==> src/hdl/dac_load_pkg.sv <==
// shared constants and carriers for the serial dac load control block
package dac_load_pkg;
  localparam int       WORD_W     = 24;      // bits per serial frame
  localparam int       DATA_W     = 20;      // dac code width
  localparam int       FIFO_DEPTH = 8;       // words buffered after frames
  localparam logic [4:0] BITS_PER_WORD = 5'h18;  // 24 captured bits
  localparam logic [4:0] BITS_SAT      = 5'h1f;  // counter ceiling
  localparam logic [2:0] ADDR_DAC   = 3'h1;  // input / dac register
  localparam logic [2:0] ADDR_CTRL  = 3'h2;  // control register
  localparam logic [2:0] ADDR_CLR   = 3'h3;  // clear code register
  localparam int       CTRL_TWOS  = 1;       // coding select bit
  localparam int       DATA_MSB   = 19;      // sign bit of the code
  localparam logic [19:0] DAC_RST   = 20'h00000;  // dac power-on code
  localparam logic [19:0] CTRL_RST  = 20'h00000;  // binary coding
  localparam logic [19:0] CLR_RST   = 20'h00000;  // clear code default
  localparam logic [23:0] WORD_RST  = 24'h000000; // empty frame word

  // pins from the host side, all outside the mclk domain
  typedef struct packed {
    logic sclk;     // serial clock
    logic frame_n;  // frame select, active low
    logic sdi;      // serial data in
    logic load_n;   // load strobe, active low
    logic clr_n;    // clear to preset, active low
    logic rst_n;    // device reset, active low
  } pins_type;

  // sclk idles low so no false edge follows reset; load idles low
  localparam pins_type PINS_IDLE = 6'h13;  // idle levels, sdi low

  // one received frame
  typedef struct packed {
    logic        rd;    // readback request
    logic [2:0]  addr;  // target register
    logic [19:0] data;  // payload
  } cmd_word_type;
endpackage

==> src/hdl/dac_load_ctrl.sv <==
// serial frame receiver, readback shifter and dac load control
`timescale 1ns/1ns
module dac_load_ctrl
  import dac_load_pkg::*;
(
  input  wire logic        mclk_i,              // 100 mhz system clock
  input  wire logic        sys_rst_i,           // sync reset, active high
  input  wire logic        ce_i,                // freezes all state when low
  input  wire logic        sclk_i,              // serial clock pin
  input  wire logic        frame_sel_n_i,       // frame select pin
  input  wire logic        serial_in_i,         // serial data pin
  input  wire logic        load_output_n_i,     // load strobe pin
  input  wire logic        clear_to_preset_n_i, // clear pin
  input  wire logic        dev_reset_n_i,       // device reset pin
  output logic             serial_out_o,        // serial data out
  output logic             serial_out_oe_o,     // high while driving
  output logic [19:0]      dac_code_o,          // dac register
  output logic [19:0]      line_code_o,         // code as straight binary
  output logic             twos_mode_o,         // coding select
  output logic             dac_update_o,        // one-cycle update pulse
  output logic             word_space_o         // buffer can take a word
);
  typedef enum logic {FR_IDLE, FR_SHIFT} frame_state_type;

  pins_type        pins_raw;            // pin bundle
  pins_type        sync1_q, sync2_q;    // two-stage synchroniser
  pins_type        prev_q;              // delayed copy for edges
  logic            sclk_fall, sclk_rise;
  logic            frame_start, frame_end, load_fall, clr_fall;
  logic            dev_rst;             // reset pin, synchronised

  frame_state_type st_q, st_d;          // frame state
  logic [23:0]     shift_q, shift_d;    // input shift register
  logic [4:0]      cnt_q, cnt_d;        // bits seen this frame
  logic [23:0]     out_q, out_d;        // readback shifter
  logic            sdo_q, sdo_d;        // serial out flop
  logic            oe_q, oe_d;          // output enable flop
  logic            push;                // complete word at frame end

  logic            fifo_valid, fifo_ready;
  logic [23:0]     fifo_data;
  cmd_word_type    word;                // word leaving the buffer
  logic            pop;                 // word applied this cycle

  logic [19:0]     in_q, in_d;          // input register
  logic [19:0]     dac_q, dac_d;        // dac register
  logic [19:0]     ctrl_q, ctrl_d;      // control register
  logic [19:0]     clrc_q, clrc_d;      // clear code register
  logic [19:0]     line_q, line_d;      // coded output
  logic            pend_q, pend_d;      // update waiting for strobe
  logic            upd_q, upd_d;        // update pulse
  logic [23:0]     rb_q, rb_d;          // readback word for next frame

  assign pins_raw = '{sclk: sclk_i, frame_n: frame_sel_n_i,
                      sdi: serial_in_i, load_n: load_output_n_i,
                      clr_n: clear_to_preset_n_i, rst_n: dev_reset_n_i};

  // pins are asynchronous: two flops, then a third for edge finding
  always_ff @(posedge mclk_i)
  begin
    if (sys_rst_i)
    begin
      sync1_q <= PINS_IDLE;
      sync2_q <= PINS_IDLE;
      prev_q  <= PINS_IDLE;
    end
    else if (ce_i)
    begin
      sync1_q <= pins_raw;
      sync2_q <= sync1_q;
      prev_q  <= sync2_q;
    end
  end

  // edges seen only on the settled stages
  assign sclk_fall   = prev_q.sclk && !sync2_q.sclk;
  assign sclk_rise   = !prev_q.sclk && sync2_q.sclk;
  assign frame_start = prev_q.frame_n && !sync2_q.frame_n;
  assign frame_end   = !prev_q.frame_n && sync2_q.frame_n;
  assign load_fall   = prev_q.load_n && !sync2_q.load_n;
  assign clr_fall    = prev_q.clr_n && !sync2_q.clr_n;
  assign dev_rst     = !sync2_q.rst_n;

  // frame receiver and readback shifter, next values
  always_comb
  begin
    st_d    = st_q;
    shift_d = shift_q;
    cnt_d   = cnt_q;
    out_d   = out_q;
    sdo_d   = sdo_q;
    oe_d    = oe_q;
    push    = 1'b0;
    case (st_q)
      FR_IDLE:
      begin
        // clock activity outside a frame is ignored
        if (frame_start)
        begin
          st_d  = FR_SHIFT;
          cnt_d = '0;
          out_d = rb_q;
          oe_d  = 1'b1;
        end
      end
      FR_SHIFT:
      begin
        if (frame_end)
        begin
          st_d = FR_IDLE;
          oe_d = 1'b0;
          // short or long frames are dropped, not half applied
          push = (cnt_q == BITS_PER_WORD);
        end
        else
        begin
          if (sclk_fall)
          begin
            shift_d = {shift_q[22:0], sync2_q.sdi};
            cnt_d   = (cnt_q == BITS_SAT) ? cnt_q : cnt_q + 1'b1;
          end
          if (sclk_rise)
          begin
            sdo_d = out_q[23];
            out_d = {out_q[22:0], 1'b0};
          end
        end
      end
      default:
        st_d = FR_IDLE;
    endcase
    if (dev_rst)
    begin
      st_d    = FR_IDLE;
      shift_d = WORD_RST;
      cnt_d   = '0;
      out_d   = WORD_RST;
      sdo_d   = 1'b0;
      oe_d    = 1'b0;
      push    = 1'b0;
    end
  end

  // frame receiver registers
  always_ff @(posedge mclk_i)
  begin
    if (sys_rst_i)
    begin
      st_q    <= FR_IDLE;
      shift_q <= WORD_RST;
      cnt_q   <= '0;
      out_q   <= WORD_RST;
      sdo_q   <= 1'b0;
      oe_q    <= 1'b0;
    end
    else if (ce_i)
    begin
      st_q    <= st_d;
      shift_q <= shift_d;
      cnt_q   <= cnt_d;
      out_q   <= out_d;
      sdo_q   <= sdo_d;
      oe_q    <= oe_d;
    end
  end

  // words wait here while a clear is held; a full buffer drops frames
  word_fifo #(
    .WIDTH (WORD_W),
    .DEPTH (FIFO_DEPTH)
  ) u_fifo (
    .mclk_i      (mclk_i),
    .sys_rst_i   (sys_rst_i || (ce_i && dev_rst)),
    .ce_i        (ce_i),
    .in_valid_i  (push),
    .in_ready_o  (fifo_ready),
    .in_data_i   (shift_q),
    .out_valid_o (fifo_valid),
    .out_ready_i (sync2_q.clr_n),
    .out_data_o  (fifo_data)
  );

  assign word = fifo_data;
  assign pop  = fifo_valid && sync2_q.clr_n;

  // register file and load control, next values
  always_comb
  begin
    in_d   = in_q;
    dac_d  = dac_q;
    ctrl_d = ctrl_q;
    clrc_d = clrc_q;
    pend_d = pend_q;
    rb_d   = rb_q;
    upd_d  = 1'b0;
    if (pop && word.rd)
    begin
      // unmapped addresses read back as zero
      rb_d = {word.rd, word.addr, 20'h00000};
      case (word.addr)
        ADDR_DAC:  rb_d[19:0] = dac_q;
        ADDR_CTRL: rb_d[19:0] = ctrl_q;
        ADDR_CLR:  rb_d[19:0] = clrc_q;
        default:   rb_d[19:0] = 20'h00000;
      endcase
    end
    else if (pop)
    begin
      case (word.addr)
        ADDR_DAC:
        begin
          in_d = word.data;
          if (!sync2_q.load_n)
          begin
            dac_d  = word.data;
            upd_d  = 1'b1;
            pend_d = 1'b0;
          end
          else
            pend_d = 1'b1;
        end
        ADDR_CTRL: ctrl_d = word.data;
        ADDR_CLR:  clrc_d = word.data;
        default:   ctrl_d = ctrl_q;
      endcase
    end
    // strobe fall moves the input register across
    if (load_fall)
    begin
      dac_d  = in_d;
      upd_d  = 1'b1;
      pend_d = 1'b0;
    end
    // clear wins over any load while held
    if (!sync2_q.clr_n)
    begin
      dac_d = clrc_q;
      upd_d = upd_d || clr_fall;
    end
    if (dev_rst)
    begin
      in_d   = DAC_RST;
      dac_d  = DAC_RST;
      ctrl_d = CTRL_RST;
      clrc_d = CLR_RST;
      pend_d = 1'b0;
      rb_d   = WORD_RST;
      upd_d  = 1'b0;
    end
    // two's complement flips the sign bit to reach straight binary
    line_d = dac_d;
    if (ctrl_d[CTRL_TWOS])
      line_d[DATA_MSB] = !dac_d[DATA_MSB];
  end

  // register file
  always_ff @(posedge mclk_i)
  begin
    if (sys_rst_i)
    begin
      in_q   <= DAC_RST;
      dac_q  <= DAC_RST;
      ctrl_q <= CTRL_RST;
      clrc_q <= CLR_RST;
      line_q <= DAC_RST;
      pend_q <= 1'b0;
      upd_q  <= 1'b0;
      rb_q   <= WORD_RST;
    end
    else if (ce_i)
    begin
      in_q   <= in_d;
      dac_q  <= dac_d;
      ctrl_q <= ctrl_d;
      clrc_q <= clrc_d;
      line_q <= line_d;
      pend_q <= pend_d;
      upd_q  <= upd_d;
      rb_q   <= rb_d;
    end
  end

  assign serial_out_o    = sdo_q;
  assign serial_out_oe_o = oe_q;
  assign dac_code_o      = dac_q;
  assign line_code_o     = line_q;
  assign twos_mode_o     = ctrl_q[CTRL_TWOS];
  assign dac_update_o    = upd_q;
  assign word_space_o    = fifo_ready;
endmodule

==> src/hdl/word_fifo.sv <==
// small synchronous fifo between the frame receiver and the register logic
`timescale 1ns/1ns
module word_fifo #(
  parameter int WIDTH = 24,  // word width
  parameter int DEPTH = 8    // entries, power of two
) (
  input  wire logic             mclk_i,     // system clock
  input  wire logic             sys_rst_i,  // sync reset
  input  wire logic             ce_i,       // clock enable
  input  wire logic             in_valid_i, // word offered
  output logic                  in_ready_o, // space left
  input  wire logic [WIDTH-1:0] in_data_i,  // word in
  output logic                  out_valid_o,// word waiting
  input  wire logic             out_ready_i,// drain accepts
  output logic [WIDTH-1:0]      out_data_o  // word out
);
  localparam int AW = $clog2(DEPTH);  // index width; pointers carry one more bit

  logic [WIDTH-1:0] mem_q [DEPTH];  // storage
  logic [AW:0]      wr_q, wr_d;     // write pointer, wrap bit on top
  logic [AW:0]      rd_q, rd_d;     // read pointer
  logic             push, pop;      // accepted moves

  // full when pointers differ only in the wrap bit
  assign in_ready_o  = !((wr_q[AW] != rd_q[AW])
                         && (wr_q[AW-1:0] == rd_q[AW-1:0]));
  assign out_valid_o = (wr_q != rd_q);
  assign out_data_o  = mem_q[rd_q[AW-1:0]];

  // next pointers
  always_comb
  begin
    push = in_valid_i && in_ready_o;
    pop  = out_valid_o && out_ready_i;
    wr_d = push ? wr_q + 1'b1 : wr_q;
    rd_d = pop ? rd_q + 1'b1 : rd_q;
  end

  // pointers and storage
  always_ff @(posedge mclk_i)
  begin
    if (sys_rst_i)
    begin
      wr_q <= '0;
      rd_q <= '0;
    end
    else if (ce_i)
    begin
      wr_q <= wr_d;
      rd_q <= rd_d;
      if (push)
        mem_q[wr_q[AW-1:0]] <= in_data_i;
    end
  end
endmodule

==> config.mk <==
export PLATFORM = sky130hd
export DESIGN_NAME = dac_load_ctrl
export DESIGN_NICKNAME = d
export VERILOG_FILES = /design/src/hdl/dac_load_pkg.sv /design/src/hdl/dac_load_ctrl.sv /design/src/hdl/word_fifo.sv
export SDC_FILE = /design/constraint.sdc
export NUM_CORES = 1
export LEC_CHECK = 0
export ABC_AREA = 0
export ABC_CLOCK_PERIOD_IN_PS = 3700
export BUFFER_PORTS_ARGS = -buffer_cell sky130_fd_sc_hd__buf_2
export CAP_MARGIN = 20
export CORE_MARGIN = 4
export CORE_UTILIZATION = 35
export CTS_CLUSTER_DIAMETER = 40
export DETAILED_ROUTE_END_ITERATION = 7
export HOLD_SLACK_MARGIN = 0.05
export SLEW_MARGIN = 20
export SYNTH_ARGS = -nofsm -noshare
export SYNTH_HDL_FRONTEND = slang
export SYNTH_SLANG_ARGS = --single-unit
==> constraint.sdc <==
create_clock -name mclk_i -period 3.7 [get_ports mclk_i]
set_clock_uncertainty 0.05 [all_clocks]
set_input_delay 0.185 -clock mclk_i [delete_from_list [all_inputs] [get_ports mclk_i]]
set_output_delay 0.185 -clock mclk_i [all_outputs]
set_load 0.02 [all_outputs]
==> results of run 1 <==
critical path: stages, from the launching register on:
cell and delay (ns):
dfxtp_2 0.36, mux4_2 0.50, mux2i_1 0.34, nand3_2 0.22
o41a_1 0.52, or4b_1 0.87, a21oi_1 0.27, a221o_1 0.13
per-layer routing:
layer / GRT usage [%] / up-vias / routed length (um)
met2: 24.99 / 246 / 17850
li1: - / 4789 / -
met4: 4.297 / 0 / 730
met3: 2.336 / 52 / 1662
met5: 0 / - / 0
met1: 20.87 / 5027 / 16150
synthesized netlist by cell type, types with 2 or more instances:
cell	count
edfxtp_1	192
dfxtp_1	189
nand2_1	148
nor2_1	111
a21oi_1	94
nand3_1	82
clkbuf_1	73
a22oi_1	67
mux2_2	46
mux2i_1	46
mux4_2	46
o21ai_0	26
a21o_1	20
a221o_1	19
buf_4	19
buf_1	15
xor2_1	10
inv_1	8
nand2b_1	7
nor3_1	7
nand4_1	6
buf_2	5
ha_1	5
a211oi_1	3
nor3b_1	3
and2_1	2
buf_6	2
nand4b_1	2
nor2b_1	2
nor4b_1	2
o21a_1	2
o311a_1	2
o41a_1	2
xnor2_1	2
cells by family after synthesis:
kind of cell	Yosys count
multiplexers	139
flip-flops	381
AND/OR/NAND/NOR	379
buffers and inverters	123
AO/OA/AOI/OAI	243
XOR/XNOR	12
adder cells (fa/ha/maj)	5
power groups by stage:
| stage | Combinational, mW | Clock (mW) | Sequential, mW |
|---|---|---|---|
| after floorplan | 0.115 | 0 | 4.50 |
| after global placement | 0.176 | 0 | 4.50 |
| after detailed placement | 0.178 | 0 | 4.50 |
| after CTS | 0.187 | 4.74 | 4.41 |
| after global routing | 0.203 | 4.93 | 4.41 |
| final | 0.186 | 4.64 | 4.41 |
layout by cell type (no fill, tap or decap), types with 3 or more instances in the layout:
cell	count
bufinv_16	3
o21ai_0	26
buf_4	37
nor3b_1	3
a21oi_1	94
nand2_1	147
nor2_1	104
a211oi_1	3
xor2_1	10
nor2_2	7
buf_2	52
edfxtp_1	192
dfxtp_2	4
nor3_2	4
clkbuf_16	50
ha_1	5
nand2b_1	7
clkinv_2	6
mux2i_1	46
mux4_2	46
a22oi_1	67
inv_6	5
mux2_2	46
clkbuf_1	9
a21o_1	20
clkbuf_8	9
nand3_1	82
dfxtp_1	185
dlygate4sd3_1	10
clkinv_1	4
a221o_1	19
inv_1	8
nor3_1	3
nand4_1	6
layout make-up:
| type | instances | area share (%) |
|---|---|---|
| clock buffers | 68 | 7.797 |
| multi-input cells | 778 | 30.23 |
| repair buffers | 100 | 3.642 |
| well taps | 585 | 4.051 |
| inverters | 9 | 0.1870 |
| flip-flops and latches | 381 | 52.88 |
| clock inverters | 22 | 1.212 |
registers in the layout (all words and copies together) (netlist names), named ones only:
register and cells:
cnt_q 5, serial_out_o 1, u_fifo.rd_q 4, prev_q 4, serial_out_oe_o 1, dac_update_o 1
st_q 1, dac_code_o 20, line_code_o 1, sync1_q 6, shift_q 24, rb_q 24
ctrl_q 20, clrc_q 20, out_q 24, in_q 20, u_fifo.wr_q 4, sync2_q 6
u_fifo.mem_q 192
through the flow:
| stage | utilization (%) | setup WS, ns | area, um2 | hold WS [ns] |
|---|---|---|---|---|
| floorplan | - | 0.01572 | 15530 | 0.2634 |
| global placement | 37.60 | 0.4671 | 16340 | 0.3489 |
| detailed placement | 37.60 | 0.4048 | 16340 | 0.3567 |
| CTS | 41.58 | 0.3638 | 18070 | 0.07891 |
| global route | 41.58 | 0.1291 | 18070 | 0.1439 |
| finish | 41.58 | 0.3536 | 18070 | 0.1060 |
worst max path at each step:
stage	end	depth (start not counted)	start	slack, ns
floorplan	u_fifo.mem_q[1][0]	8	u_fifo.wr_q[2]	0.02
global placement	dac_code_o[12]	7	register	0.47
detailed placement	dac_code_o[14]	7	register	0.40
CTS	dac_code_o[14]	7	register	0.36
global route	dac_code_o[7]	7	register	0.13
finish	dac_code_o[2]	7	register	0.35
repair_timing:
item,in CTS,in global routing
hold endpoints to repair,10,0
buffers inserted,0,0
setup endpoints to repair,0,0
hold buffers,10,0
==> metrics.txt, run 1 <==
run status=finished clean; leading area contributor after synthesis=edfxtp_1; Post-Synthesis Cell Area=15530 um2; # rows=76; area share of the largest cell type after synthesis=37.13%; fraction of the mapped netlist area in compound gates=about a tenth; Worst Hold Launch=ce_i; Post-synth EDFFs=roughly 190; Slew headroom=between 40% and 50%; Clock transition at path regs=0.06 ns; xor-xnor portion of the synthesized cell area=0.6769%; Routability Congestion=roughly 0.81; Max Root-Sink Buffers=3; signal arrival time at the worst endpoint=between 3 and 4 ns; cell internal power dissipation=roughly 7.3 mW; Mean Syn Cell Area=roughly 12 um2; area taken by flip-flops and latches=9554 um2; clock tree root buffer cell=clkbuf_16; part of the total power dissipated in the clock network=roughly 50%; first-pass iteration count of the detailed router=5; Net Switching=approximately 1.9 mW; Max IR drop VDD=between 0.0002 and 0.0003 V; distinct cell type count of the synthesized netlist=roughly 50; Pwr Density=511.3 nW/um2; via count of the first global-routing pass=between 9000 and 10000; antenna violations before repair=0; synthesized-area fraction occupied by adder cells=0.4029%; count of port buffers added during placement=53; GR Util All Layers=between 10% and 20%; mux contribution to synthesized area=13.06%; area grow syn2layout=16.38%; first-pass GRT wire length=between 50000 and 60000 um; Core ar.=between 40000 and 50000 um2; overall power=slightly above 9 mW; CTS H-Tree Depth=2; switching power as a share of total power=20.65%; combinational power share=under 10%; Tightest Hold Check Type=in2reg; WP data required=slightly above 4 ns; cell count of the worst reg-to-reg path=7; number of antenna-violating nets in the routed design=0; Tightest Pin Transition=around 0.85 ns; drc violations=0; CP max FO=19; max-slew violation total from the final report=0; area of the multi-input gates=5463 um2; Setup violations, final=0; unrepaired setup endpoints after global routing=no; post-layout min period=roughly 3.3 ns; synthesized flop and latch total=between 300 and 400; post-cts sizing count=0; insertion delay to the later sink of the worst-skew pair=around 0.56 ns; Critical Path Start Type=register; Die Y=218.6 um; dominant combinational cell family by area after synthesis=multiplexers; async set or reset register ratio after synthesis=0%; detail-routed net length per standard cell=between 15 and 20 um; number of primary I/O pins=54; width of the die=~220 um; sequential cell area fraction in the yosys report=roughly three fifths; reported max-cap violation count=0; TritonCTS sink count=roughly 380; half-perimeter wire length after placement=between 20000 and 25000 um; total inserted antenna cells=0; final instance count without filler cells=slightly below 2000; ratio of cells with drive above 1 in the final layout=roughly a fifth; number of endpoints with negative hold slack in the final report=0; Die Area=approximately 48000 um2; leakage component of the power=~6.5 nW; post-route setup TNS=0 ns; area share of and/or/nand/nor cells after synthesis=between 10% and 20%; number of inserted filler cells in the final layout=~4000; clock tree from TritonCTS=done; post-synthesis cell count=1282; maximum number of pins on one net before global-route repair=154; Cell Count Post-Placement=between 1500 and 2000; via-per-instance ratio=between 5 and 6; part of the cycle the worst path needs=90.44%; crit end category=register; number of instances on the worst hold path=4; net count after synthesis=~1300; flip-flop cell with the highest count after synthesis=edfxtp_1; biggest area contributors in the synthesized netlist=edfxtp_1, dfxtp_1, mux4_2, nand2_1, mux2_2; total global routing overflow=0; class of the most critical setup path=reg2reg; routed vias=approximately 10000; DRC marker count from the first detailed-route iteration=roughly 870; sink of the worst hold path=serial_out_oe_o; total CTS buffers=48; Total Routed Length=about 36000 um; slack of the worst reg-to-reg path=about 0.35 ns; part of the total power dissipated in sequential elements=a little under half; Total Nets Final=1332; Reg2Reg Capture Point=dac_code_o[2]; Fmax achieved=about 0.3 GHz; initial core utilization=around 36%; synth warn=0
(Power assumes the default switching activity.)
==> run 2, diff against run 1 <==
--- a/config.mk
+++ b/config.mk
@@ -5,7 +5,7 @@
 export SDC_FILE = /design/constraint.sdc
 export NUM_CORES = 1
 export LEC_CHECK = 0
-export ABC_AREA = 0
+export ABC_AREA = 1
 export ABC_CLOCK_PERIOD_IN_PS = 3700
 export BUFFER_PORTS_ARGS = -buffer_cell sky130_fd_sc_hd__buf_2
 export CAP_MARGIN = 20
==> metrics.txt, run 2 <==
max-slew violation total from the final report=0; CTS H-Tree Depth=2; number of antenna-violating nets in the routed design=0; signal arrival time at the worst endpoint=3.41 ns; DRC marker count from the first detailed-route iteration=between 1000 and 1500; area share of the largest cell type after synthesis=about 36%; cell with the most instances after synthesis=nand2_1; insertion delay to the later sink of the worst-skew pair=around 0.6 ns; drc violations=0; worst slack after detailed placement=about 0.60 ns; run status=finished clean; antenna violations before repair=0; post-synthesis cell count=1765; Mean Syn Cell Area=9.156 um2; Clock transition at path regs=0.05 ns; leading area contributor after synthesis=edfxtp_1; Core ar.=about 45000 um2; Total Routed Length=roughly 43000 um; clock tree root buffer cell=clkbuf_16; dominant combinational cell family by area after synthesis=simple AND/OR/NAND/NOR gates; synthesized flop and latch total=381; Setup violations, final=0; least setup slack across all paths after layout=0.6616 ns; Largest register FFs=around 190; commonest cells after routing, fill and taps aside=nand2_1, nor2_1, edfxtp_1; synthesized-area fraction occupied by adder cells=less than 1%; Die Area=roughly 50000 um2; Total Nets Final=1797; first-pass GRT wire length=between 60000 and 70000 um; half-perimeter wire length after placement=~27000 um; CP max FO=46; part of the cycle the worst path needs=roughly 80%; number of primary I/O pins=between 50 and 60; number of endpoints with negative hold slack in the final report=0; Tightest Hold Check Type=in2reg; final cell utilization of the core=40.75%; total inserted antenna cells=0; detail-routed net length per standard cell=roughly 18 um; Max IR drop VDD=0.0003746 V; total CTS buffers=50; first-pass iteration count of the detailed router=6; post-cts sizing count=0; number of inserted filler cells in the final layout=4467; Pwr Density=509.5 nW/um2; ratio of cells with drive above 1 in the final layout=between 10% and 20%; flip-flop cell with the highest count after synthesis=edfxtp_1; maximum number of pins on one net before global-route repair=69; commonest non-fill, non-tap cell in the layout=nand2_1; GR Util All Layers=about 17%; TritonCTS sink count=roughly 380; Slew headroom=between 30% and 40%; fraction of the mapped netlist area in compound gates=15.66%; async set or reset register ratio after synthesis=0%; sequential cell area fraction in the yosys report=between 50% and 60%; net count after synthesis=between 1500 and 2000; class of the most critical setup path=in2reg; # rows=between 70 and 80; width of the die=between 200 and 250 um; Routability Congestion=between 0.8 and 0.9; area grow syn2layout=14.69%; reported max-cap violation count=0; clock tree from TritonCTS=done; Fmax achieved=~0.33 GHz; leading post-synthesis cells by instance count=nand2_1, nor2_1, edfxtp_1; mux contribution to synthesized area=0%; count of port buffers added during placement=53; Die Y=222.9 um; Max Root-Sink Buffers=3; crit end category=register; Post-synth EDFFs=between 150 and 200; Tightest Pin Transition=0.9948 ns; area share of and/or/nand/nor cells after synthesis=between 15 and 20%; WP data required=4.08 ns; xor-xnor portion of the synthesized cell area=less than 1%; routed vias=between 10000 and 15000; post-route setup TNS=0 ns; post-layout min period=3.038 ns; Critical Path Start Type=input pin; biggest area contributors in the synthesized netlist=edfxtp_1, dfxtp_1, nand2_1, nor2_1, a21oi_1; distinct cell type count of the synthesized netlist=40; initial core utilization=35.53%; via-per-instance ratio=5.203; Post-Synthesis Cell Area=~16000 um2; synth warn=0; total global routing overflow=0; leakage component of the power=between 6 and 7 nW; via count of the first global-routing pass=between 10000 and 15000; unrepaired setup endpoints after global routing=no
[run 2: changes by cell type in the layout (fill, tap and decap cells not counted), moves of 19 or more]
cell      delta
a221o_1     -19
mux2i_1     -46
nand3_1     +34
a21o_1      -20
a21oi_1     +55
o21ai_0    +114
o211ai_1    +22
mux2_2      -46
nand2_1    +182
mux4_2      -46
a22oi_1     -32
nor2_1     +126
inv_1       +85
o22ai_1     +19
[run 2: path summary, 6_finish.rpt]
path / start / to / slack [ns] / cells past startpoint
max: ce_i / shift_q[5] / 0.66 / 10
min: load_output_n_i / sync1_q[2] / 0.34 / 4
max reg2reg: register / clrc_q[12] / 0.67 / 13
min reg2reg: out_q[23] / serial_out_o / 0.41 / 2
[run 2: worst max-delay path: stages]
cell and delay [ns]:
dlygate4sd3_1 0.53, buf_2 0.34, inv_1 0.14, buf_4 0.32, nor2_1 0.21, nand3b_1 0.14
nand2_1 0.51, inv_1 0.62, a22oi_1 0.32, nor2_1 0.09
[run 2: kinds of logic after synthesis]
| logic type | count (synthesis) |
|---|---|
| AO/OA/AOI/OAI | 430 |
| XOR/XNOR | 2 |
| adder cells (fa/ha/maj) | 5 |
| buffers and inverters | 234 |
| flip-flops | 381 |
| AND/OR/NAND/NOR | 713 |
[run 2: per-layer routing]
metal  global-route usage, %  part of all wire [%]  up-vias  wire (um)
met3                   2.645                   5.8       66       2495
met5                       0                     0        -          0
met4                   5.607                   2.5        0       1063
met2                   26.73                    46      367      19660
li1                        -                     -     6107          -
met1                   23.74                    46     6078      19610
[run 2: area by class of cell]
class | count | area, um2 | share of cell area [%]
inverter | 103 | 390.4 | 2.106
sequential | 381 | 9552 | 51.54
multi-input combinational | 1150 | 5599 | 30.21
timing repair buffer | 97 | 625.6 | 3.375
tap | 600 | 750.7 | 4.051
clock inverter | 27 | 220.2 | 1.188
clock buffer | 67 | 1396 | 7.534
[run 2: power breakdown]
group / total (mW) / internal [mW] / switching [mW]
combinational: 0.343 / 0.0908 / 0.253
clock: 4.61 / 2.74 / 1.87
sequential: 4.48 / 4.45 / 0.0374
total: 9.44 / 7.28 / 2.16
[run 2: metrics by stage]
step                      instances  power (mW)  cell area (um2)  hold slack (ns)
after floorplan                1765       4.805            16160           0.2613
after global placement         2320       4.899            16800           0.3512
after detailed placement       2320       4.903            16810           0.3527
after CTS                      2425       9.551            18530           0.2889
after global routing           2425       9.766            18530           0.3607
final                          2425       9.442            18530           0.3379
[run 2: repair_timing]
action,CTS,global route
hold endpoints to repair,24,0
hold buffers,11,0
buffers inserted,0,0
==> run 3, diff against run 2 <==
--- a/config.mk
+++ b/config.mk
@@ -5,8 +5,8 @@
 export SDC_FILE = /design/constraint.sdc
 export NUM_CORES = 1
 export LEC_CHECK = 0
-export ABC_AREA = 1
-export ABC_CLOCK_PERIOD_IN_PS = 3700
+export ABC_AREA = 0
+export ABC_CLOCK_PERIOD_IN_PS = 2800
 export BUFFER_PORTS_ARGS = -buffer_cell sky130_fd_sc_hd__buf_2
 export CAP_MARGIN = 20
 export CORE_MARGIN = 4
==> constraint.sdc (replaced) <==
create_clock -name mclk_i -period 2.8 [get_ports mclk_i]
set_clock_uncertainty 0.05 [all_clocks]
set_input_delay 0.14 -clock mclk_i [delete_from_list [all_inputs] [get_ports mclk_i]]
set_output_delay 0.14 -clock mclk_i [all_outputs]
set_load 0.02 [all_outputs]
==> metrics.txt, run 3 (synthesis gave the netlist of run 1 again) <==
overall power=around 12 mW; count of port buffers added during placement=between 50 and 60; Fmax achieved=~0.38 GHz; GR Util All Layers=between 10% and 20%; ratio of cells with drive above 1 in the final layout=a little under a quarter; cell count of the worst reg-to-reg path=8; total inserted antenna cells=0; CTS H-Tree Depth=2; first-pass iteration count of the detailed router=7; stage delay of the slowest cell on the critical path=between 0.5 and 0.6 ns; reported max-cap violation count=0; area grow syn2layout=19.99%; final instance count without filler cells=~2000; number of instances on the worst hold path=5; Pwr Density=~670 nW/um2; max-slew violation total from the final report=0; Die Y=approximately 220 um; slack of the worst reg-to-reg path=between 0.15 and 0.2 ns; clock tree root buffer cell=clkbuf_16; Reg2Reg Capture Point=dac_code_o[7]; ordered cell list for the critical path=mux4_2 -> mux2i_4 -> nand3_2 -> o41a_1 -> or4b_4 -> buf_12 -> a21oi_1 -> a221o_1; antenna violations before repair=0; drc violations=0; TritonCTS sink count=between 300 and 400; standard cell area after detailed placement=16800 um2; via-per-instance ratio=5.283; class of the most critical setup path=reg2reg; CP max stage cell=mux4_2; half-perimeter wire length after placement=22450 um; Tightest Hold Check Type=in2reg; first-pass GRT wire length=approximately 60000 um; Die Area=around 48000 um2; post-route setup TNS=0 ns; insertion delay to the later sink of the worst-skew pair=between 0.5 and 0.6 ns; Max Root-Sink Buffers=3; Total Nets Final=between 1000 and 1500; width of the die=roughly 220 um; post-layout min period=2.644 ns; number of primary I/O pins=54; leakage component of the power=roughly 6.8 nW; detail-routed net length per standard cell=around 19 um; routed vias=between 10000 and 15000; via count of the first global-routing pass=around 10000; clock tree from TritonCTS=done; stages on the worst setup path=8; worst slack after detailed placement=0.1345 ns; Routability Congestion=approximately 0.8; unrepaired setup endpoints after global routing=no; maximum number of pins on one net before global-route repair=between 90 and 100; Cell Count Post-Placement=roughly 1900; CP max FO=19; run status=finished clean; commonest non-fill, non-tap cell in the layout=edfxtp_1; Clock transition at path regs=around 0.060 ns; Final Cell Area=about 19000 um2; Core ar.=~43000 um2; final cell utilization of the core=about 43%; number of antenna-violating nets in the routed design=0; Slew headroom=roughly 26%; Worst Hold Launch=ce_i; WP data required=around 3.3 ns; sink of the worst hold path=serial_out_oe_o; Tightest Pin Transition=between 1 and 1.5 ns; Max IR drop VDD=between 0.0004 and 0.0005 V; number of endpoints with negative hold slack in the final report=0; least setup slack across all paths after layout=0.1557 ns; commonest cells after routing, fill and taps aside=edfxtp_1, dfxtp_1, nand2_1; total CTS buffers=between 50 and 60; Total Routed Length=38220 um; number of buffers and inverters on the critical path=1; Setup violations, final=0; # rows=76; initial core utilization=between 30% and 40%; Largest register FFs=about 190; DRC marker count from the first detailed-route iteration=between 900 and 1000; total global routing overflow=0; Top delay family on crit path=multiplexers; part of the cycle the worst path needs=between 90% and 100%; Min Hold Slack=~0.11 ns; Critical Path Start Type=register; signal arrival time at the worst endpoint=slightly above 3 ns; crit end category=register
run 3: area by class of cell:
| class | count | area (um2) |
|---|---|---|
| Timing Repair Buffer | 129 | 1109 |
| Tap cell | 585 | 732.0 |
| Fill cell | 4013 | 24830 |
| Clock buffer | 63 | 1363 |
| Clock inverter | 35 | 337.8 |
| Multi-Input combinational cell | 778 | 5498 |
| Inverter | 9 | 33.78 |
| Sequential cell | 381 | 9557 |
run 3: report_power, final:
part	internal (mW)	switching, mW	leakage [nW]
clock	3.82	2.51	0.832
sequential	5.82	0.0119	3.68
combinational	0.0758	0.193	2.26
run 3: worst reg2reg max path: stages, from the launching register on:
cell	delay (ns)
dfxtp_2	0.38
mux4_2	0.54
mux2i_4	0.18
nand3_2	0.10
o41a_1	0.37
or4b_4	0.51
buf_12	0.18
a21oi_1	0.14
a221o_1	0.13
run 3: metal layers:
layer  vias up  GRT usage, %  wire (um)
met3        77         2.600       1969
met5         -             0          0
met2       301         26.17      18420
met4         0         5.098       1052
met1      5204         21.35      16780
li1       4878             -          -
run 3: worst max-delay path by stage:
stage                              start            endpoint  slack [ns]
after floorplan           u_fifo.wr_q[1]  u_fifo.mem_q[7][0]       -0.28
after global placement          register      dac_code_o[10]        0.17
after detailed placement        register       dac_code_o[0]        0.13
after CTS                       register      dac_code_o[18]        0.06
after global routing            register     line_code_o[19]      0.0008
final                           register       dac_code_o[7]        0.16
run 3: what timing repair did:
action                                  CTS  global route
endpoints found under the setup margin    0            32
hold buffers                             10             0
buffers inserted                          0             0
gates resized for setup                   0             7
endpoints found under the hold margin    22             0
